[src/sync_serial_regs.svh]
`ifndef SYNC_SERIAL_REGS_SVH
`define SYNC_SERIAL_REGS_SVH

// Register byte offsets on the APB.
`define OFS_BAUD_CONTROL 8'h00
`define OFS_RECEIVE_DATA 8'h04
`define OFS_RECEIVE_STATUS_CONTROL 8'h08
`define OFS_BAUD_DIVISOR_LOW 8'h0c
`define OFS_BAUD_DIVISOR_HIGH 8'h10
`define OFS_TRANSMIT_STATUS_CONTROL 8'h14
`define OFS_TRANSMIT_HOLDING 8'h18
`define OFS_INTERRUPT_CONTROL 8'h1c

// Receive status and control fields.
`define RSC_PORT_EN 7
`define RSC_RX_NINE 6
`define RSC_SINGLE 5
`define RSC_CONT 4
`define RSC_ADDR_DET 3
`define RSC_FRAME_ERR 2
`define RSC_OVERRUN 1
`define RSC_RX_NINTH 0

// Transmit status and control fields.
`define TSC_CLK_SRC 7
`define TSC_TX_NINE 6
`define TSC_TX_EN 5
`define TSC_SYNC 4
`define TSC_HIGH_BAUD 2
`define TSC_SHIFT_EMPTY 1
`define TSC_TX_NINTH 0

// Baud control fields.
`define BDC_RX_IDLE 6
`define BDC_CLK_POL 4
`define BDC_WIDE_DIV 3

// Interrupt control fields.
`define ICT_RX_IE 0
`define ICT_TX_IE 1
`define ICT_PERIPH_IE 2
`define ICT_GLOBAL_IE 3
`define ICT_SLEEP 4
`define ICT_RX_FLAG 5
`define ICT_TX_FLAG 6

// Reset values, character sizes and receive buffer depth.
`define RST_BYTE 8'h00
`define CHAR_BITS_8 4'h8
`define CHAR_BITS_9 4'h9
`define RX_DEPTH 2'h2

`endif

[src/sync_serial_pkg.sv]
package sync_serial_pkg;

  // Transmit engine states.
  typedef enum logic [1:0] {
    TX_IDLE = 2'b01,
    TX_SHIFT = 2'b10
  } tx_state_t;

endpackage : sync_serial_pkg

[src/sync_serial.sv]
// Implementation choices: the address map and register access over APB.
`timescale 1ns/1ps
`include "sync_serial_regs.svh"

module sync_serial #(
  parameter int ADDR_W = 8
) (
  // Clock and reset.
  input wire logic clk,
  input wire logic nrst,
  // APB slave.
  input wire logic psel,
  input wire logic penable,
  input wire logic pwrite,
  input wire logic [ADDR_W-1:0] paddr,
  input wire logic [31:0] pwdata,
  output logic [31:0] prdata,
  output logic pready,
  output logic pslverr,
  // Link pins, enables active low.
  input wire logic clock_line_in,
  output logic clock_line_out,
  output logic clock_line_oe_n,
  input wire logic data_line_in,
  output logic data_line_out,
  output logic data_line_oe_n,
  // Processor side.
  output logic wake_request,
  output logic interrupt_request
);

  if (ADDR_W < 5) begin : g_check
    $error("ADDR_W must be at least 5");
  end

  // Configuration registers.
  logic [7:0] rsc, tsc, bdc, div_lo, div_hi, ict;
  logic [7:0] next_rsc, next_tsc, next_bdc, next_div_lo, next_div_hi, next_ict;
  // Pin synchronisers and filtered levels.
  logic [2:0] ck_s, dt_s;
  logic ck_lvl, dt_lvl, ck_prev, next_ck_lvl, next_dt_lvl;
  // Master clock generator.
  logic [15:0] mcnt, next_mcnt, divisor;
  logic mphase, next_mphase, next_clk_out;
  // Receiver.
  logic [8:0] receive_shift_register, next_rsr;
  logic [3:0] rcnt, next_rcnt;
  logic [8:0] rx_mem [2];
  logic [8:0] next_mem0, next_mem1;
  logic rx_head, next_head, overrun_error_flag, next_overrun_error_flag, overrun_error_flag_cont, next_overrun_error_flag_cont;
  logic [1:0] rx_count, next_count;
  // Transmitter.
  sync_serial_pkg::tx_state_t tx_state, next_tx_state;
  logic [8:0] hold, next_hold, transmit_shift_register, next_tsr;
  logic hold_full, next_hold_full, dout, next_dout;
  logic [3:0] tcnt, next_tcnt;
  logic [31:0] next_prdata;
  logic next_wake, next_irq;

  // Bus decode; every access completes with no wait state.
  logic acc, wr, rd, mapped;
  logic [7:0] addr8;
  assign addr8 = 8'(paddr);
  assign acc = psel & penable;
  assign wr = acc & pwrite;
  assign rd = acc & !pwrite;
  assign mapped = (paddr[1:0] == 2'b00) && (addr8 <= `OFS_INTERRUPT_CONTROL) &&
                  (ADDR_W == 8 || (paddr >> 8) == '0);
  assign pready = 1'b1;
  assign pslverr = acc & !mapped;
  logic wr_rsc, wr_tsc, wr_hold, rd_data;
  assign wr_rsc = wr & mapped & (addr8 == `OFS_RECEIVE_STATUS_CONTROL);
  assign wr_tsc = wr & mapped & (addr8 == `OFS_TRANSMIT_STATUS_CONTROL);
  assign wr_hold = wr & mapped & (addr8 == `OFS_TRANSMIT_HOLDING);
  assign rd_data = rd & mapped & (addr8 == `OFS_RECEIVE_DATA);

  // Mode decode.
  logic enabled, master, recv_req, rx_mode, tx_mode, receive_complete_flag, transmit_buffer_empty_flag;
  logic [3:0] rx_nbits, tx_nbits;
  assign enabled = rsc[`RSC_PORT_EN] & tsc[`TSC_SYNC];
  assign master = tsc[`TSC_CLK_SRC];
  // A slave only looks at the continuous enable, the single one is ignored.
  assign recv_req = master ? (rsc[`RSC_SINGLE] | rsc[`RSC_CONT])
                           : rsc[`RSC_CONT];
  assign rx_mode = enabled & recv_req;
  assign tx_mode = enabled & !recv_req;
  assign rx_nbits = rsc[`RSC_RX_NINE] ? `CHAR_BITS_9 : `CHAR_BITS_8;
  assign tx_nbits = tsc[`TSC_TX_NINE] ? `CHAR_BITS_9 : `CHAR_BITS_8;
  assign receive_complete_flag = (rx_count != 2'h0);
  assign transmit_buffer_empty_flag = !hold_full;

  // Clock edges from the generator in master mode, from the pin as slave.
  logic m_run, m_tick, s_edge, lead, trail;
  assign divisor = bdc[`BDC_WIDE_DIV] ? {div_hi, div_lo} : {8'h00, div_lo};
  assign m_run = enabled & master &
                 ((rx_mode & !overrun_error_flag) | (tx_state == sync_serial_pkg::TX_SHIFT));
  assign m_tick = m_run & (mcnt == divisor);
  assign s_edge = enabled & !master & (ck_lvl != ck_prev);
  assign lead = master ? (m_tick & !mphase) : (s_edge & (ck_lvl != bdc[`BDC_CLK_POL]));
  assign trail = master ? (m_tick & mphase) : (s_edge & (ck_lvl == bdc[`BDC_CLK_POL]));

  // Receive completion and buffer pop.
  logic rx_take, rx_done, pop;
  assign rx_take = rx_mode & !overrun_error_flag & trail;
  assign rx_done = rx_take & (rcnt == rx_nbits - 4'h1);
  assign pop = rd_data & receive_complete_flag;

  // Pins: the slave releases the clock line, the receiver the data line.
  assign clock_line_oe_n = !(enabled & master);
  assign data_line_oe_n = !(tx_mode & tsc[`TSC_TX_EN]);
  assign data_line_out = dout;

  // A pin level counts once the second and third stages agree.
  always_comb begin
    next_ck_lvl = (ck_s[1] == ck_s[2]) ? ck_s[2] : ck_lvl;
    next_dt_lvl = (dt_s[1] == dt_s[2]) ? dt_s[2] : dt_lvl;
  end

  always_ff @(posedge clk or negedge nrst) begin
    if (!nrst) begin
      ck_s <= 3'h0;
      dt_s <= 3'h0;
      ck_lvl <= 1'b0;
      dt_lvl <= 1'b0;
      ck_prev <= 1'b0;
    end else begin
      ck_s <= {ck_s[1:0], clock_line_in};
      dt_s <= {dt_s[1:0], data_line_in};
      ck_lvl <= next_ck_lvl;
      dt_lvl <= next_dt_lvl;
      ck_prev <= ck_lvl;
    end
  end

  // Software writes; in master mode the single enable drops by itself after one character.
  always_comb begin
    next_rsc = rsc;
    next_tsc = tsc;
    next_bdc = bdc;
    next_div_lo = div_lo;
    next_div_hi = div_hi;
    next_ict = ict;
    if (rx_done && master) begin
      next_rsc[`RSC_SINGLE] = 1'b0;
    end
    if (wr && mapped) begin
      unique case (addr8)
        `OFS_BAUD_CONTROL: next_bdc = pwdata[7:0] & 8'h18;
        `OFS_RECEIVE_STATUS_CONTROL: next_rsc = pwdata[7:0] & 8'hf8;
        `OFS_BAUD_DIVISOR_LOW: next_div_lo = pwdata[7:0];
        `OFS_BAUD_DIVISOR_HIGH: next_div_hi = pwdata[7:0];
        `OFS_TRANSMIT_STATUS_CONTROL: next_tsc = pwdata[7:0] & 8'hf5;
        `OFS_INTERRUPT_CONTROL: next_ict = pwdata[7:0] & 8'h1f;
        default: next_ict = ict;
      endcase
    end
  end

  always_ff @(posedge clk or negedge nrst) begin
    if (!nrst) begin
      rsc <= `RST_BYTE;
      tsc <= `RST_BYTE;
      bdc <= `RST_BYTE;
      div_lo <= `RST_BYTE;
      div_hi <= `RST_BYTE;
      ict <= `RST_BYTE;
    end else begin
      rsc <= next_rsc;
      tsc <= next_tsc;
      bdc <= next_bdc;
      div_lo <= next_div_lo;
      div_hi <= next_div_hi;
      ict <= next_ict;
    end
  end

  // Master clock: a half bit is divisor plus one system cycles.
  always_comb begin
    next_mcnt = 16'h0000;
    next_mphase = 1'b0;
    if (m_run) begin
      next_mphase = m_tick ? !mphase : mphase;
      next_mcnt = m_tick ? 16'h0000 : mcnt + 16'h0001;
    end
    next_clk_out = bdc[`BDC_CLK_POL] ^ next_mphase;
  end

  always_ff @(posedge clk or negedge nrst) begin
    if (!nrst) begin
      mcnt <= 16'h0000;
      mphase <= 1'b0;
      clock_line_out <= 1'b0;
    end else begin
      mcnt <= next_mcnt;
      mphase <= next_mphase;
      clock_line_out <= next_clk_out;
    end
  end

  // Receiver and two-entry buffer. Dropping the receive request discards
  // a partial character, and a disabled port loses everything.
  always_comb begin
    next_rsr = receive_shift_register;
    next_rcnt = rcnt;
    next_mem0 = rx_mem[0];
    next_mem1 = rx_mem[1];
    next_head = rx_head;
    next_count = rx_count;
    next_overrun_error_flag = overrun_error_flag;
    next_overrun_error_flag_cont = overrun_error_flag_cont;
    if (!rx_mode) begin
      next_rcnt = 4'h0;
    end else if (rx_take) begin
      next_rsr = {dt_lvl, receive_shift_register[8:1]};
      next_rcnt = rx_done ? 4'h0 : rcnt + 4'h1;
    end
    if (pop) begin
      next_head = !rx_head;
      next_count = rx_count - 2'h1;
    end
    if (rx_done) begin
      if (rx_count == `RX_DEPTH) begin
        next_overrun_error_flag = 1'b1;
        next_overrun_error_flag_cont = rsc[`RSC_CONT];
      end else begin
        // Nine-bit characters keep the ninth bit on top.
        if ((rx_head ^ rx_count[0]) == 1'b0) begin
          next_mem0 = rx_nbits == `CHAR_BITS_9 ? next_rsr : {1'b0, next_rsr[8:1]};
        end else begin
          next_mem1 = rx_nbits == `CHAR_BITS_9 ? next_rsr : {1'b0, next_rsr[8:1]};
        end
        next_count = next_count + 2'h1;
      end
    end else if (overrun_error_flag && (overrun_error_flag_cont ? !rsc[`RSC_CONT] : rd_data)) begin
      next_overrun_error_flag = 1'b0;
    end
    if (!enabled) begin
      next_rcnt = 4'h0;
      next_head = 1'b0;
      next_count = 2'h0;
      next_overrun_error_flag = 1'b0;
    end
  end

  always_ff @(posedge clk or negedge nrst) begin
    if (!nrst) begin
      receive_shift_register <= 9'h000;
      rcnt <= 4'h0;
      rx_mem[0] <= 9'h000;
      rx_mem[1] <= 9'h000;
      rx_head <= 1'b0;
      rx_count <= 2'h0;
      overrun_error_flag <= 1'b0;
      overrun_error_flag_cont <= 1'b0;
    end else begin
      receive_shift_register <= next_rsr;
      rcnt <= next_rcnt;
      rx_mem[0] <= next_mem0;
      rx_mem[1] <= next_mem1;
      rx_head <= next_head;
      rx_count <= next_count;
      overrun_error_flag <= next_overrun_error_flag;
      overrun_error_flag_cont <= next_overrun_error_flag_cont;
    end
  end

  // Transmitter: holding register feeds the shift register as soon as it
  // is free; a write in the cycle of the transfer is kept, not lost.
  always_comb begin
    next_tx_state = tx_state;
    next_hold = hold;
    next_hold_full = hold_full;
    next_tsr = transmit_shift_register;
    next_tcnt = tcnt;
    next_dout = dout;
    unique case (tx_state)
      sync_serial_pkg::TX_IDLE: begin
        if (hold_full && tx_mode && tsc[`TSC_TX_EN]) begin
          next_tsr = hold;
          next_hold_full = 1'b0;
          next_tcnt = 4'h0;
          next_tx_state = sync_serial_pkg::TX_SHIFT;
        end
      end
      sync_serial_pkg::TX_SHIFT: begin
        if (lead && tcnt != tx_nbits) begin
          next_dout = transmit_shift_register[0];
          next_tsr = {1'b0, transmit_shift_register[8:1]};
          next_tcnt = tcnt + 4'h1;
        end else if (trail && tcnt == tx_nbits) begin
          next_tx_state = sync_serial_pkg::TX_IDLE;
        end
      end
    endcase
    if (wr_hold) begin
      next_hold = {tsc[`TSC_TX_NINTH], pwdata[7:0]};
      next_hold_full = 1'b1;
    end
    if (!tx_mode || !tsc[`TSC_TX_EN]) begin
      next_tx_state = sync_serial_pkg::TX_IDLE;
      next_hold_full = 1'b0;
    end
  end

  always_ff @(posedge clk or negedge nrst) begin
    if (!nrst) begin
      tx_state <= sync_serial_pkg::TX_IDLE;
      hold <= 9'h000;
      hold_full <= 1'b0;
      transmit_shift_register <= 9'h000;
      tcnt <= 4'h0;
      dout <= 1'b0;
    end else begin
      tx_state <= next_tx_state;
      hold <= next_hold;
      hold_full <= next_hold_full;
      transmit_shift_register <= next_tsr;
      tcnt <= next_tcnt;
      dout <= next_dout;
    end
  end

  // Read data is captured in the setup phase so the pop cannot disturb it.
  always_comb begin
    next_prdata = prdata;
    if (psel && !penable) begin
      next_prdata = 32'h0000_0000;
      unique case (addr8)
        `OFS_BAUD_CONTROL: next_prdata[7:0] = bdc | {1'b0, !rx_mode, 6'h00};
        `OFS_RECEIVE_DATA: next_prdata[7:0] = rx_mem[rx_head][7:0];
        `OFS_RECEIVE_STATUS_CONTROL: begin
          next_prdata[7:0] = rsc;
          next_prdata[`RSC_OVERRUN] = overrun_error_flag;
          next_prdata[`RSC_RX_NINTH] = receive_complete_flag & rx_mem[rx_head][8];
        end
        `OFS_BAUD_DIVISOR_LOW: next_prdata[7:0] = div_lo;
        `OFS_BAUD_DIVISOR_HIGH: next_prdata[7:0] = div_hi;
        `OFS_TRANSMIT_STATUS_CONTROL: begin
          next_prdata[7:0] = tsc;
          next_prdata[`TSC_SHIFT_EMPTY] = (tx_state == sync_serial_pkg::TX_IDLE);
        end
        `OFS_INTERRUPT_CONTROL: next_prdata[7:0] = ict | {1'b0, transmit_buffer_empty_flag, receive_complete_flag, 5'h00};
        default: next_prdata = 32'h0000_0000;
      endcase
    end
  end

  // Wake in sleep needs the peripheral enable; the vector also needs global.
  always_comb begin
    logic cause;
    cause = ict[`ICT_PERIPH_IE] &
            ((transmit_buffer_empty_flag & ict[`ICT_TX_IE]) | (receive_complete_flag & ict[`ICT_RX_IE]));
    next_wake = cause & ict[`ICT_SLEEP];
    next_irq = cause & ict[`ICT_GLOBAL_IE];
  end

  always_ff @(posedge clk or negedge nrst) begin
    if (!nrst) begin
      prdata <= 32'h0000_0000;
      wake_request <= 1'b0;
      interrupt_request <= 1'b0;
    end else begin
      prdata <= next_prdata;
      wake_request <= next_wake;
      interrupt_request <= next_irq;
    end
  end

endmodule : sync_serial

[config.mk]
export PLATFORM = sky130hd
export DESIGN_NAME = sync_serial
export DESIGN_NICKNAME = d
export VERILOG_FILES = /design/src/sync_serial_pkg.sv /design/src/sync_serial.sv
export VERILOG_INCLUDE_DIRS = /design/src
export SDC_FILE = /design/constraint.sdc
export NUM_CORES = 1
export LEC_CHECK = 0
export ABC_CLOCK_PERIOD_IN_PS = 2900
export BUFFER_PORTS_ARGS = -buffer_cell sky130_fd_sc_hd__buf_2
export CORE_MARGIN = 4
export CORE_UTILIZATION = 50
export CTS_BUF_LIST = sky130_fd_sc_hd__clkbuf_4 sky130_fd_sc_hd__clkbuf_8 sky130_fd_sc_hd__clkbuf_16
export DETAILED_ROUTE_END_ITERATION = 10
export HOLD_SLACK_MARGIN = 0.08
export PLACE_DENSITY = 0.82
export SLEW_MARGIN = 20
export SYNTH_ARGS = -nofsm -noshare
export SYNTH_HDL_FRONTEND = slang
export SYNTH_SLANG_ARGS = --single-unit
[constraint.sdc]
create_clock -name clk -period 2.9 [get_ports clk]
set_clock_uncertainty 0.2 [all_clocks]
set_input_delay 0.58 -clock clk [delete_from_list [all_inputs] [get_ports clk]]
set_output_delay 0.58 -clock clk [all_outputs]
set_load 0.05 [all_outputs]
## Yosys cells after proc, flatten, opt, wreduce, memory -nomap -nowiden

Cells that the tools add are included.

| word-level totals | value |
|---|---|
| bits in registers | 133 |
| latch bits | 0 |
| memory bits (writable) | 0 |
| ROM bits | 0 |
| bits of input ports | 47 |
| output and inout bits | 40 |
| logic and storage cells | 204 |
| memories kept | 0 |

| operators by class | value |
|---|---|
| add/sub/neg operators | 6 |
| multipliers | 0 |
| divide/modulo/power cells | 0 |
| $lt $le $gt $ge | 2 |
| equality and inequality tests | 29 |
| shift-type cells | 0 |
| multiplexer cells | 50 |
| bitwise logic cells | 41 |
| reductions and logical operators | 44 |

Operators by type and width:

| cell | number |
|---|---|
| 9-bit two-way mux | 8 |
| 8-bit case mux with 7 select lines | 1 |
| 16-bit two-way mux | 3 |
| 8-bit by 5-bit equality test with 1-bit output, second input constant | 4 |
| 1-bit bitwise AND | 31 |
| 4-bit two-way mux | 6 |
| 2-bit AND reduction | 11 |
| 1-bit two-way mux | 19 |
| 9-bit case mux with 2 select lines | 1 |
| 16-bit by 1-bit adder with 16-bit output, second input constant | 1 |
| 16-bit equality test | 1 |
| 8-bit by 4-bit equality test with 1-bit output, second input constant | 2 |
| 2-bit two-way mux | 8 |
| 1-bit logical NOT | 15 |
| 5-bit by 7-bit OR with 7-bit output | 2 |
| 6-bit two-way mux | 2 |
| 1-bit logical AND | 9 |
| 3-bit by 2-bit != test with 1-bit output, second input constant | 3 |
| 3-bit AND reduction | 3 |
| 4-bit by 1-bit adder with 4-bit output, second input constant | 2 |
| 4-bit equality test | 2 |
| 8-bit by 3-bit equality test with 1-bit output, second input constant | 1 |
| 8-bit by 5-bit <= comparator with 1-bit output, second input constant | 1 |
| 8-bit logical NOT | 1 |
| other kinds (24) | 35 |

## Logic depth before layout (Yosys ltp)

Gate-level depths: netlist of the first run.

| logic depth | value |
|---|---|
| depth after elaboration | 15 |
| gate-level depth with buffers | 14 |
| mapped depth without buffers | 13 |

## Least setup slack after synthesis of the first run

No wires, ideal clock.

| path | value |
|---|---|
| kind | register to register |
| start | register mcnt[10] |
| end | register rx_mem[12] (netlist name) |
| library setup time | 0.125 ns |
| arrival | 2.677 ns |
| data required time | 2.575 ns |
| slack | -0.102 ns |
| stages on the path, launching flop included | 15 |
| buffers on the path | 1 |
| clock period less this slack | 3.002 ns |
| cell sequence | dfrtp_1 -> nor4bb_1 -> a31o_2 -> a22oi_1 -> nor3_1 -> nand3_1 -> nor2_1 -> ha_1 -> nor2b_1 -> nor4_4 -> nand2_2 -> buf_6 -> or3_1 -> o221a_2 -> mux2_2 |

| between the ends | value |
|---|---|
| word-level cells in the longest chain between the ends | 8 |
| elaborated cells between the ends (all ways) | 10 |
| classes of those cells | 1 x eq/ne; 4 x mux; 4 x bitwise; 1 x reduce/logical |

Ends and longest elaborated chain:

| item | RTL line | text |
|---|---|---|
| start: declaration | sync_serial.sv:43 | `logic [15:0] mcnt, next_mcnt, divisor;` |
| start signal: assignment | sync_serial.sv:194 | `mcnt <= next_mcnt;` |
| 16-bit equality test (*) | sync_serial.sv:97 | `assign m_tick = m_run & (mcnt == divisor);` |
| 1-bit bitwise AND (*) | sync_serial.sv:97 |  |
| 1-bit bitwise AND (*) | sync_serial.sv:100 | `` assign trail = master ? (m_tick & mphase) : (s_edge & (ck_lvl == bdc[`BDC_CLK_POL])); `` |
| 1-bit two-way mux (*) | sync_serial.sv:100 |  |
| 1-bit bitwise AND (*) | sync_serial.sv:104 | `assign rx_take = rx_mode & !overrun_error_flag & trail;` |
| 9-bit two-way mux | sync_serial.sv:213 | `end else if (rx_take) begin` |
| 9-bit two-way mux | sync_serial.sv:211 | `if (!rx_mode) begin` |
| 9-bit two-way mux | sync_serial.sv:228 | `` next_mem0 = rx_nbits == `CHAR_BITS_9 ? next_rsr : {1'b0, next_rsr[8:1]}; `` |
| end: declaration | sync_serial.sv:48 | `logic [8:0] rx_mem [2];` |

Mark *: on every way between the ends. The rest lies on a longest branch, timed or not.
A chain may end at the register's enable or synchronous reset.

## Worst setup path after layout of the first run

| path | value |
|---|---|
| start | register div_hi[2] |
| end | register rx_mem[10] (netlist name) |

| between the ends | value |
|---|---|
| word-level cells in the longest chain between the ends | 9 |
| elaborated cells between the ends (all ways) | 11 |
| classes of those cells | 1 x eq/ne; 5 x mux; 4 x bitwise; 1 x reduce/logical |

Ends and longest elaborated chain:

| item | RTL line | text |
|---|---|---|
| start: declaration | sync_serial.sv:37 | `logic [7:0] rsc, tsc, bdc, div_lo, div_hi, ict;` |
| start signal: assignment | sync_serial.sv:165 | `` div_hi <= `RST_BYTE; `` |
| start signal: assignment | sync_serial.sv:172 | `div_hi <= next_div_hi;` |
| 16-bit two-way mux (*) | sync_serial.sv:94 | `` assign divisor = bdc[`BDC_WIDE_DIV] ? {div_hi, div_lo} : {8'h00, div_lo}; `` |
| 16-bit equality test (*) | sync_serial.sv:97 |  |
| 1-bit bitwise AND (*) | sync_serial.sv:97 |  |
| 1-bit bitwise AND (*) | sync_serial.sv:100 |  |
| 1-bit two-way mux (*) | sync_serial.sv:100 |  |
| 1-bit bitwise AND (*) | sync_serial.sv:104 |  |
| 9-bit two-way mux | sync_serial.sv:213 |  |
| 9-bit two-way mux | sync_serial.sv:211 |  |
| 9-bit two-way mux | sync_serial.sv:228 |  |

Marks and branches as above.

==> results of run 1 <==
-- registers in the layout, indices dropped and copies added (netlist names), 5 cells and up --
signal,cells
rx_mem,18
mcnt,16
hold,9
receive_shift_register,9
transmit_shift_register,9
div_hi,8
div_lo,8
prdata,8
tsc,6
ict,5
rsc,5
-- area by class of cell --
cell class                      count  share of cell area
Multi-Input combinational cell    463               0.406
Clock inverter                     12              0.0231
Clock buffer                       20              0.0540
Sequential cell                   133               0.385
Timing Repair Buffer              116              0.0979
Inverter                           20             0.00868
Tap cell                          176              0.0255
-- worst paths after layout --
| path | from | endpoint | slack [ps] | cells past startpoint |
|---|---|---|---|---|
| worst min register to register | ck_s[0]$_DFF_PN0_ | ck_s[1]$_DFF_PN0_ | 150 | 0 |
| worst min-delay path | ck_s[0]$_DFF_PN0_ | ck_s[1]$_DFF_PN0_ | 150 | 0 |
| worst max-delay path | div_hi[2]$_DFFE_PN0P_ | rx_mem[10]$_DFFE_PN0P_ | -280 | 14 |
| min in group asynchronous | nrst | ck_s[2]$_DFF_PN0_ | 470 | 2 |
| max in group asynchronous | nrst | bdc[3]$_DFFE_PN0P_ | 1130 | 3 |
| worst max register to register | div_hi[2]$_DFFE_PN0P_ | rx_mem[10]$_DFFE_PN0P_ | -280 | 14 |
-- logic make-up after synthesis --
group,share of synthesized area
other cells,0.00110
simple gates,0.161
xor+xnor,0.0462
mux,0.130
buf+inv,0.0550
compound gates,0.100
fa+ha+maj,0.0158
flops,0.490
-- power groups by stage --
stage	clock (W)	sequential, W	combinational (W)
floorplan	0	0.00190	0.000141
global placement	0	0.00191	0.000196
detailed placement	0	0.00191	0.000199
CTS	0.00243	0.00187	0.000207
global route	0.00253	0.00187	0.000224
finish	0.00239	0.00187	0.000207
-- worst max-delay path, stage by stage, from the launching register on --
cell and delay (ps):
dfrtp_1 400, nor4bb_4 290, a31o_2 140, a22oi_2 70
nor3_2 260, nand3_2 140, nor2_4 180, ha_4 170
nor2b_4 60, nor4_4 140, buf_6 170, nand2_8 70
or3_1 330, o221a_2 160, mux2_2 270
-- stage by stage --
stage | power (W) | instance area, sq um | hold slack, ps | worst slack (ps)
after floorplan | 0.00205 | 6890 | 84.4 | -79.1
after global placement | 0.00210 | 7470 | 134 | -326
after detailed placement | 0.00211 | 7470 | 142 | -507
after CTS | 0.00451 | 8410 | 155 | -212
after global routing | 0.00462 | 8650 | 160 | -447
final | 0.00447 | 8650 | 149 | -282
-- metal layers --
metal  up-vias  share of wire  global-route usage
met2       226           0.49               0.366
met4         0          0.029              0.0838
met1      2664           0.42               0.294
met3        46          0.060              0.0506
li1       2455              -                   -
met5         -              0                   0
-- cell usage in the layout (no fill, tap or decap), types with 6 or more instances in the layout --
| cell | synthesis | layout |
|---|---|---|
| dfrtp_1 | 132 | 132 |
| buf_4 | 26 | 66 |
| mux2_2 | 68 | 58 |
| nor2_1 | 60 | 54 |
| nand2_1 | 53 | 49 |
| buf_2 | 8 | 36 |
| conb_1 | 2 | 25 |
| o21ai_0 | 28 | 23 |
| xnor2_1 | 23 | 22 |
| nand3_1 | 23 | 21 |
| inv_1 | 20 | 20 |
| clkbuf_16 | 0 | 17 |
| mux2i_1 | 12 | 12 |
| xor2_1 | 11 | 11 |
| mux2_4 | 0 | 10 |
| a22oi_1 | 10 | 9 |
| nand4_1 | 9 | 9 |
| a21oi_1 | 10 | 9 |
| and3_1 | 9 | 9 |
| buf_6 | 2 | 9 |
| or3_1 | 8 | 8 |
| o22ai_2 | 0 | 8 |
| nand2_2 | 3 | 6 |
| o22ai_1 | 14 | 6 |
| ha_1 | 7 | 6 |
-- what timing repair did --
action	4_1_cts	5_1_grt
buffers inserted	9	4
gates resized for setup	35	46
setup endpoints to repair	48	48
endpoints found under the hold margin	36	0
hold buffers	3	0
gates cloned	1	2
pin swaps	8	9
==> metrics.csv, run 1 <==
metric,value,unit
p_seq_frac,0.419,
core-area,13300,sq um
synth-main-ff-cell,dfrtp_1,
crit_arrival,3290,ps
clk_pin_slew,60,ps
p_clk_frac,0.535,
yosysTopAreaCellShare,0.486,
row_count,42,
outcome,"finished, violations left",
end_kind,flop,
crit_fanout,5,
dp_cells,889,
syn2layout_area_growth,27.2,%
wl_per_cell,18.4,microns
yosysSeqAreaShare,0.490,
postRouteAntennaNets,0,
ios,87,
grt_first_pass_wirelength,27800,microns
ys_ff_latch,133,
synth_common_cells,"dfrtp_1, mux2_2, nor2_1",
async_flop_share,1.00,
rsz0062_at_grt,yes,
ys_warn_count,0,
htreeDepth,4,
nNetsFinal,805,
multiInputGateArea,3510,sq um
final_util,0.650,
antenna_found_initial,0,
cts_buffers,17,
powerDensity,517,nW/um^2
synth.most_common_cell,dfrtp_1,
fin_crit,3180,ps
instances_no_fill,940,
fp.dieArea,15500,sq um
start_kind,flop,
grt_max_degree,46,
period_share,1.10,
postSynthCellCount,638,
worstMarginPinSlew,565,ps
p_int,0.00350,W
worst_slack,-282,ps
cts_tree,built,
slew_headroom,0.623,
avgSynthCellArea,10.7,sq um
start_util,0.511,
maxSlewViolCount,0,
required,3010,ps
yosysUniqueCellTypes,68,
clockRootBuffer,clkbuf_16,
port_buffers,37,
synth_area,6800,sq um
drt_wl_total,17300,microns
overflow,0,
fp.dieH,125,microns
vias,5391,
drv_cap,0,
yosysTopAreaCell,dfrtp_1,
dieWidth,125,microns
p_comb_frac,0.046,
yosys-top-cells-area,"dfrtp_1, mux2_2, nor2_1",
clkSinkCount,133,
setup_viol,34,
grt.total_usage,0.225,
gp_congestion,0.922,
switching_share,0.218,
n_antenna_cell,0,
fmax,314,MHz
dpl.hpwl,11800,microns
seq_area,3330,sq um
grt_pass1_vias,5453,
hp-class,reg -> reg,
clk_latency,420,ps
fillCellCount,972,
worst_ir_drop_vdd,0.406,mV
cts.path.max_buffers,2,
synth_edf_count,0,
dr.pass1.iters,6,
drive_gt1_frac,0.364,
critPathKind,reg -> reg,
violations,negative setup slack,
power.switching,0.000975,W
p_leak,4.01,nW
remaining_drc_errors,0,
drt-initial-drc-count,475,
setup_tns,-6050,ps
via_per_inst,5.74,
hold_viol,0,
No activity file was read; power rests on OpenSTA's default activity.
==> inputs of run 2 (changes only) <==
Settings changed: ABC_CLOCK_PERIOD_IN_PS 2900 to 3600, CTS_CLUSTER_SIZE set to 12, PLACE_DENSITY 0.82 to not set, PLACE_DENSITY_LB_ADDON set to 0.25.
Clock period 2.9 ns to 3.6 ns, I/O delays scaled along.
==> run 2 against run 1 <==
The run now ends clean. Sequential power shrank 19%. Critical path depth is the same. Highest routed layer unchanged. Design area shrank 10%. Wire length shrank 12%.
==> metrics.csv, run 2 (synthesized netlist as in run 1, its figures left out) <==
metric,value,unit,change
grt_max_degree,82,,+78%
wl_per_cell,17.4,microns,-5.1%
worst-path-buf-inv,1,,unchanged
core-area,13300,sq um,unchanged
end_kind,flop,,
grtUsageMet2,0.308,,-0.0579
grt_first_pass_wirelength,25400,microns,-8.9%
r2r-start,div_hi[2]$_DFFE_PN0P_,,
worstMarginPinSlew,738,ps,+173 ps
use_met3,0.0433,,-0.00729
largest-register,rx_mem,,
grt_pass1_vias,4901,,-10%
start_util,0.511,,unchanged
postRouteAntennaNets,0,,unchanged
cts_buffers,17,,unchanged
remaining_drc_errors,0,,unchanged
start_kind,flop,,
largest_register_ffs,18,,unchanged
fin_total_pwr,0.00346,W,-23%
final_common_cell,dfrtp_1,,
fp.dieArea,15500,sq um,unchanged
dr.pass1.iters,5,,-1
layout_top_registers,"rx_mem x18, mcnt x16",,
slowest_delay,430,ps,+30 ps
powerDensity,446,nW/um^2,-14%
p_leak,3.56,nW,-11%
clkSinkCount,133,,unchanged
critPathKind,reg -> reg,,
syn2layout_area_growth,14.3,%,
layout_common_cells,"dfrtp_1, mux2_2, nor2_1",,
dpl.hpwl,11000,microns,-6.6%
cts_tree,built,,
seq_area,3330,sq um,unchanged
period_share,0.935,,-0.162
vias,4921,,-8.7%
drive_gt1_frac,0.254,,-0.110
fp.dieH,125,microns,unchanged
dieWidth,125,microns,unchanged
antenna_found_initial,0,,unchanged
n_antenna_cell,0,,unchanged
htreeDepth,4,,unchanged
fmax,297,MHz,-5.5%
cts.path.max_buffers,2,,unchanged
clk_latency,420,ps,about the same
worst_ir_drop_vdd,0.357,mV,-12%
r2r_cells,14,,unchanged
multiInputGateArea,3220,sq um,-8.3%
drt_wl_total,15200,microns,-12%
crit_fanout,13,,+8
setup_viol,0,,-100%
grt.total_usage,0.204,,-0.0207
fillCellCount,1140,,+17%
outcome,completed,,
fin_crit,3370,ps,+185 ps
worstPathCellList,nor4bb_2 > a31o_2 > a22oi_1 > nor3_2 > nand3_1 > nor2_2 > ha_1 > nor2b_1 > nor4_4 > nand2_4 > buf_4 > or3_1 > o211ai_1 > mux2_2,,
required,3760,ps,+750 ps
grt.busiest_layer,met2,,
drv_cap,0,,unchanged
row_count,42,,unchanged
crit_slowest_cell,dfrtp_1,,
nNetsFinal,737,,-8.4%
setup_tns,0,ps,+6050 ps
use_met1,0.293,,-0.000941
r2r-end,rx_mem[13]$_DFFE_PN0P_,,
clk_pin_slew,60,ps,about the same
hold_viol,0,,unchanged
rsz0062_at_grt,no,,
via_per_inst,5.64,,-1.6%
r2r_slack,230,ps,+520 ps
slew_headroom,0.508,,-0.115
clockRootBuffer,clkbuf_16,,
ios,87,,unchanged
path_delay_family,simple AND/OR/NAND/NOR gates,,
gp_congestion,0.938,,+1.7%
overflow,0,,unchanged
port_buffers,37,,unchanged
drt-initial-drc-count,399,,-16%
hp-class,in -> async,,
crit_arrival,3520,ps,+230 ps
maxSlewViolCount,0,,unchanged
-- run 2: cell types whose count changed in the layout (fill, tap and decap cells not counted), sizes merged --
cell | previous run | this run
clkbuf | 20 | 21
nand2 | 57 | 56
buf | 113 | 50
dlygate4sd3 | 3 | 0
inv | 20 | 21
o21a | 3 | 2
bufinv | 5 | 3
-- run 2: timing repair --
action | in CTS | in global routing
setup buffers | 0 | 1
hold buffers | 0 | 0
pin swaps | 0 | 1
setup endpoints to repair | 1 | 18
hold endpoints to repair | 0 | 0
resized for setup | 1 | 6
-- run 2: metal layers --
layer | share of wire | wire [microns]
met1 | 0.46 | 7040
met2 | 0.46 | 7070
met3 | 0.058 | 884
met4 | 0.014 | 215
met5 | 0 | 0
-- run 2: final cells by class --
class / instances / share of cell area
clock inverter: 11 / 0.0192
timing repair buffer: 50 / 0.0388
tap: 176 / 0.0283
clock buffer: 21 / 0.0610
sequential: 133 / 0.429
multi-input combinational: 461 / 0.414
inverter: 20 / 0.00966
-- run 2: worst reg2reg max path: stages (launching register included) --
cell and delay [ps]:
dfrtp_1 430, nor4bb_2 310, a31o_2 150, a22oi_1 90
nor3_2 160, nand3_1 160, nor2_2 140, ha_1 180
nor2b_1 100, nor4_4 350, nand2_4 180, buf_4 220
or3_1 310, o211ai_1 140, mux2_2 200
-- run 2: per-stage QoR --
step / hold WS [ps] / util / cell area (sq um) / instances / setup slack, ps
after floorplan: 131 / - / 6890 / 661 / 598
after global placement: 132 / 0.534 / 7100 / 839 / 213
after detailed placement: 142 / 0.534 / 7100 / 839 / 14.9
after CTS: 154 / 0.582 / 7730 / 871 / 34.9
after global routing: 162 / 0.584 / 7770 / 872 / 32.4
final: 144 / 0.584 / 7770 / 872 / 233
-- run 2: power breakdown --
group	internal, W	total (W)	switching, W	leakage [nW]
sequential	0.00150	0.00151	0.00000564	1.83
combinational	0.0000263	0.000157	0.000131	1.42
clock	0.00115	0.00180	0.000644	0.299
-- run 2: worst max path at each step --
stage                          startpoint  cells past startpoint                     end  slack (ps)
floorplan              mcnt[10]$_DFF_PN0_                     14  rx_mem[12]$_DFFE_PN0P_         600
global placement    div_hi[2]$_DFFE_PN0P_                     13  rx_mem[15]$_DFFE_PN0P_         210
detailed placement  div_hi[2]$_DFFE_PN0P_                     13  rx_mem[15]$_DFFE_PN0P_          10
CTS                 div_hi[2]$_DFFE_PN0P_                     14  rx_mem[13]$_DFFE_PN0P_          30
global route        div_hi[3]$_DFFE_PN0P_                     14  rx_mem[13]$_DFFE_PN0P_          30
finish              div_hi[2]$_DFFE_PN0P_                     14  rx_mem[13]$_DFFE_PN0P_         230
==> inputs of run 3 (changes only) <==
Settings changed: REMOVE_ABC_BUFFERS set to 1.
==> run 3 against run 2 <==
Clock-buffer cell count is 3 lower. Critical path type unchanged. Register-to-register slack better by 40 ps. Clock power is 4% higher. Critical path depth stayed put.
==> metrics.csv, run 3 (synthesized netlist as in run 1, its figures left out) <==
metric,value,unit,change
clkSinkCount,133,,unchanged
worst_ir_drop_vdd,0.511,mV,+43%
postRouteAntennaNets,0,,unchanged
cts_buffers,17,,unchanged
place_area,7110,sq um,+0.14%
fin_crit,3320,ps,-43.9 ps
clk_latency,420,ps,about the same
r2r_slack,280,ps,+40 ps
p_leak,3.56,nW,+0.17%
hold_viol,0,,unchanged
layout_top_registers,"rx_mem x18, mcnt x16",,
required,3760,ps,about the same
gp_congestion,0.846,,-9.7%
grt_first_pass_wirelength,26600,microns,+4.6%
powerDensity,455,nW/um^2,+2.2%
start_kind,flop,,
instances_no_fill,874,,+0.23%
critPathKind,reg -> reg,,
dpl.hpwl,11600,microns,+5.1%
slew_headroom,0.514,,+0.00585
htreeDepth,4,,unchanged
ios,87,,unchanged
wl_per_cell,18.3,microns,+4.9%
crit_fanout,13,,unchanged
antenna_found_initial,0,,unchanged
dp_cells,842,,+0.36%
start_util,0.511,,unchanged
outcome,completed,,
fillCellCount,1092,,-4.2%
core-area,13300,sq um,unchanged
vias,4941,,+0.41%
layout_common_cells,"dfrtp_1, mux2_2, nor2_1",,
worstMarginPinSlew,729,ps,-8.78 ps
fmax,301,MHz,+1.3%
hp-class,in -> async,,
syn2layout_area_growth,14.3,%,about the same
clockRootBuffer,clkbuf_16,,
overflow,0,,unchanged
fp.dieArea,15500,sq um,unchanged
multiInputGateArea,3200,sq um,-0.51%
dr.pass1.iters,4,,-1
grt.total_usage,0.214,,+0.0102
end_kind,flop,,
cts.path.max_buffers,2,,unchanged
maxSlewViolCount,0,,unchanged
final_common_cell,dfrtp_1,,
dieWidth,125,microns,unchanged
drt_wl_total,16000,microns,+5.1%
drt-initial-drc-count,268,,-33%
rsz0062_at_grt,no,,
setup_viol,0,,unchanged
port_buffers,37,,unchanged
drive_gt1_frac,0.251,,-0.00359
n_antenna_cell,0,,unchanged
seq_area,3330,sq um,unchanged
nNetsFinal,739,,+0.27%
design_area,7770,sq um,about the same
fp.dieH,125,microns,unchanged
grt_max_degree,79,,-3.7%
largest_register_ffs,18,,unchanged
drv_cap,0,,unchanged
remaining_drc_errors,0,,unchanged
cts_tree,built,,
period_share,0.923,,-0.0122
via_per_inst,5.65,,+0.18%
row_count,42,,unchanged
setup_tns,0,ps,unchanged
crit_arrival,3480,ps,-40 ps
grt_pass1_vias,5035,,+2.7%
largest-register,rx_mem,,
r2r_cells,14,,unchanged
clk_pin_slew,60,ps,about the same
[run 3: per-layer routing]
layer,share of wire,vias to the layer above,GRT usage
li1,-,2318,-
met1,0.45,2479,0.287
met2,0.48,121,0.335
met3,0.052,23,0.0587
met4,0.021,0,0.0767
met5,0,-,0
[run 3: power breakdown]
part           internal (W)  switching, W
Combinational     0.0000262      0.000131
Sequential          0.00150    0.00000509
Clock               0.00118      0.000688
[run 3: timing repair]
action	4_1_cts	5_1_grt
resized for setup	0	3
endpoints found under the setup margin	0	21
setup buffers	0	0
hold buffers	0	0
[run 3: worst paths after layout]
kind | startpoint | endpoint
max | mcnt[8]$_DFF_PN0_ | rx_mem[13]$_DFFE_PN0P_
min | nrst | dt_s[1]$_DFF_PN0_
max reg2reg | mcnt[8]$_DFF_PN0_ | rx_mem[13]$_DFFE_PN0P_
min reg2reg | dt_s[0]$_DFF_PN0_ | dt_s[1]$_DFF_PN0_
max in group asynchronous | nrst | tx_state[0]$_DFFE_PN1P_
min in group clk | dt_s[0]$_DFF_PN0_ | dt_s[1]$_DFF_PN0_
[run 3: layout make-up]
cell class                      instances  share of cell area
Timing Repair Buffer                   52              0.0391
Sequential cell                       133               0.429
Tap cell                              176              0.0283
Clock buffer                           18              0.0565
Inverter                               20             0.00966
Multi-Input combinational cell        461               0.412
Clock inverter                         14              0.0256
[run 3: critical path, stage by stage (launching register included)]
cell and delay [ps]:
dfrtp_1 460, nor4bb_1 310, a31o_2 150, a22oi_1 60
nor2_1 140, nand3_1 170, nor2_1 180, ha_1 200
nor2b_1 100, nor4_4 240, nand2_4 160, buf_4 220
or3_1 310, o211ai_1 140, mux2_2 210
[run 3: through the flow]
step | total power [W] | hold WS [ps] | utilization | worst slack (ps)
2_1_floorplan | 0.00162 | 131 | - | 497
3_3_place_gp | 0.00169 | 137 | 0.535 | 128
3_5_place_dp | 0.00169 | 143 | 0.535 | 44.3
4_1_cts | 0.00357 | 154 | 0.583 | 35.4
5_1_grt | 0.00366 | 174 | 0.584 | 25.6
6_report | 0.00354 | 128 | 0.584 | 277
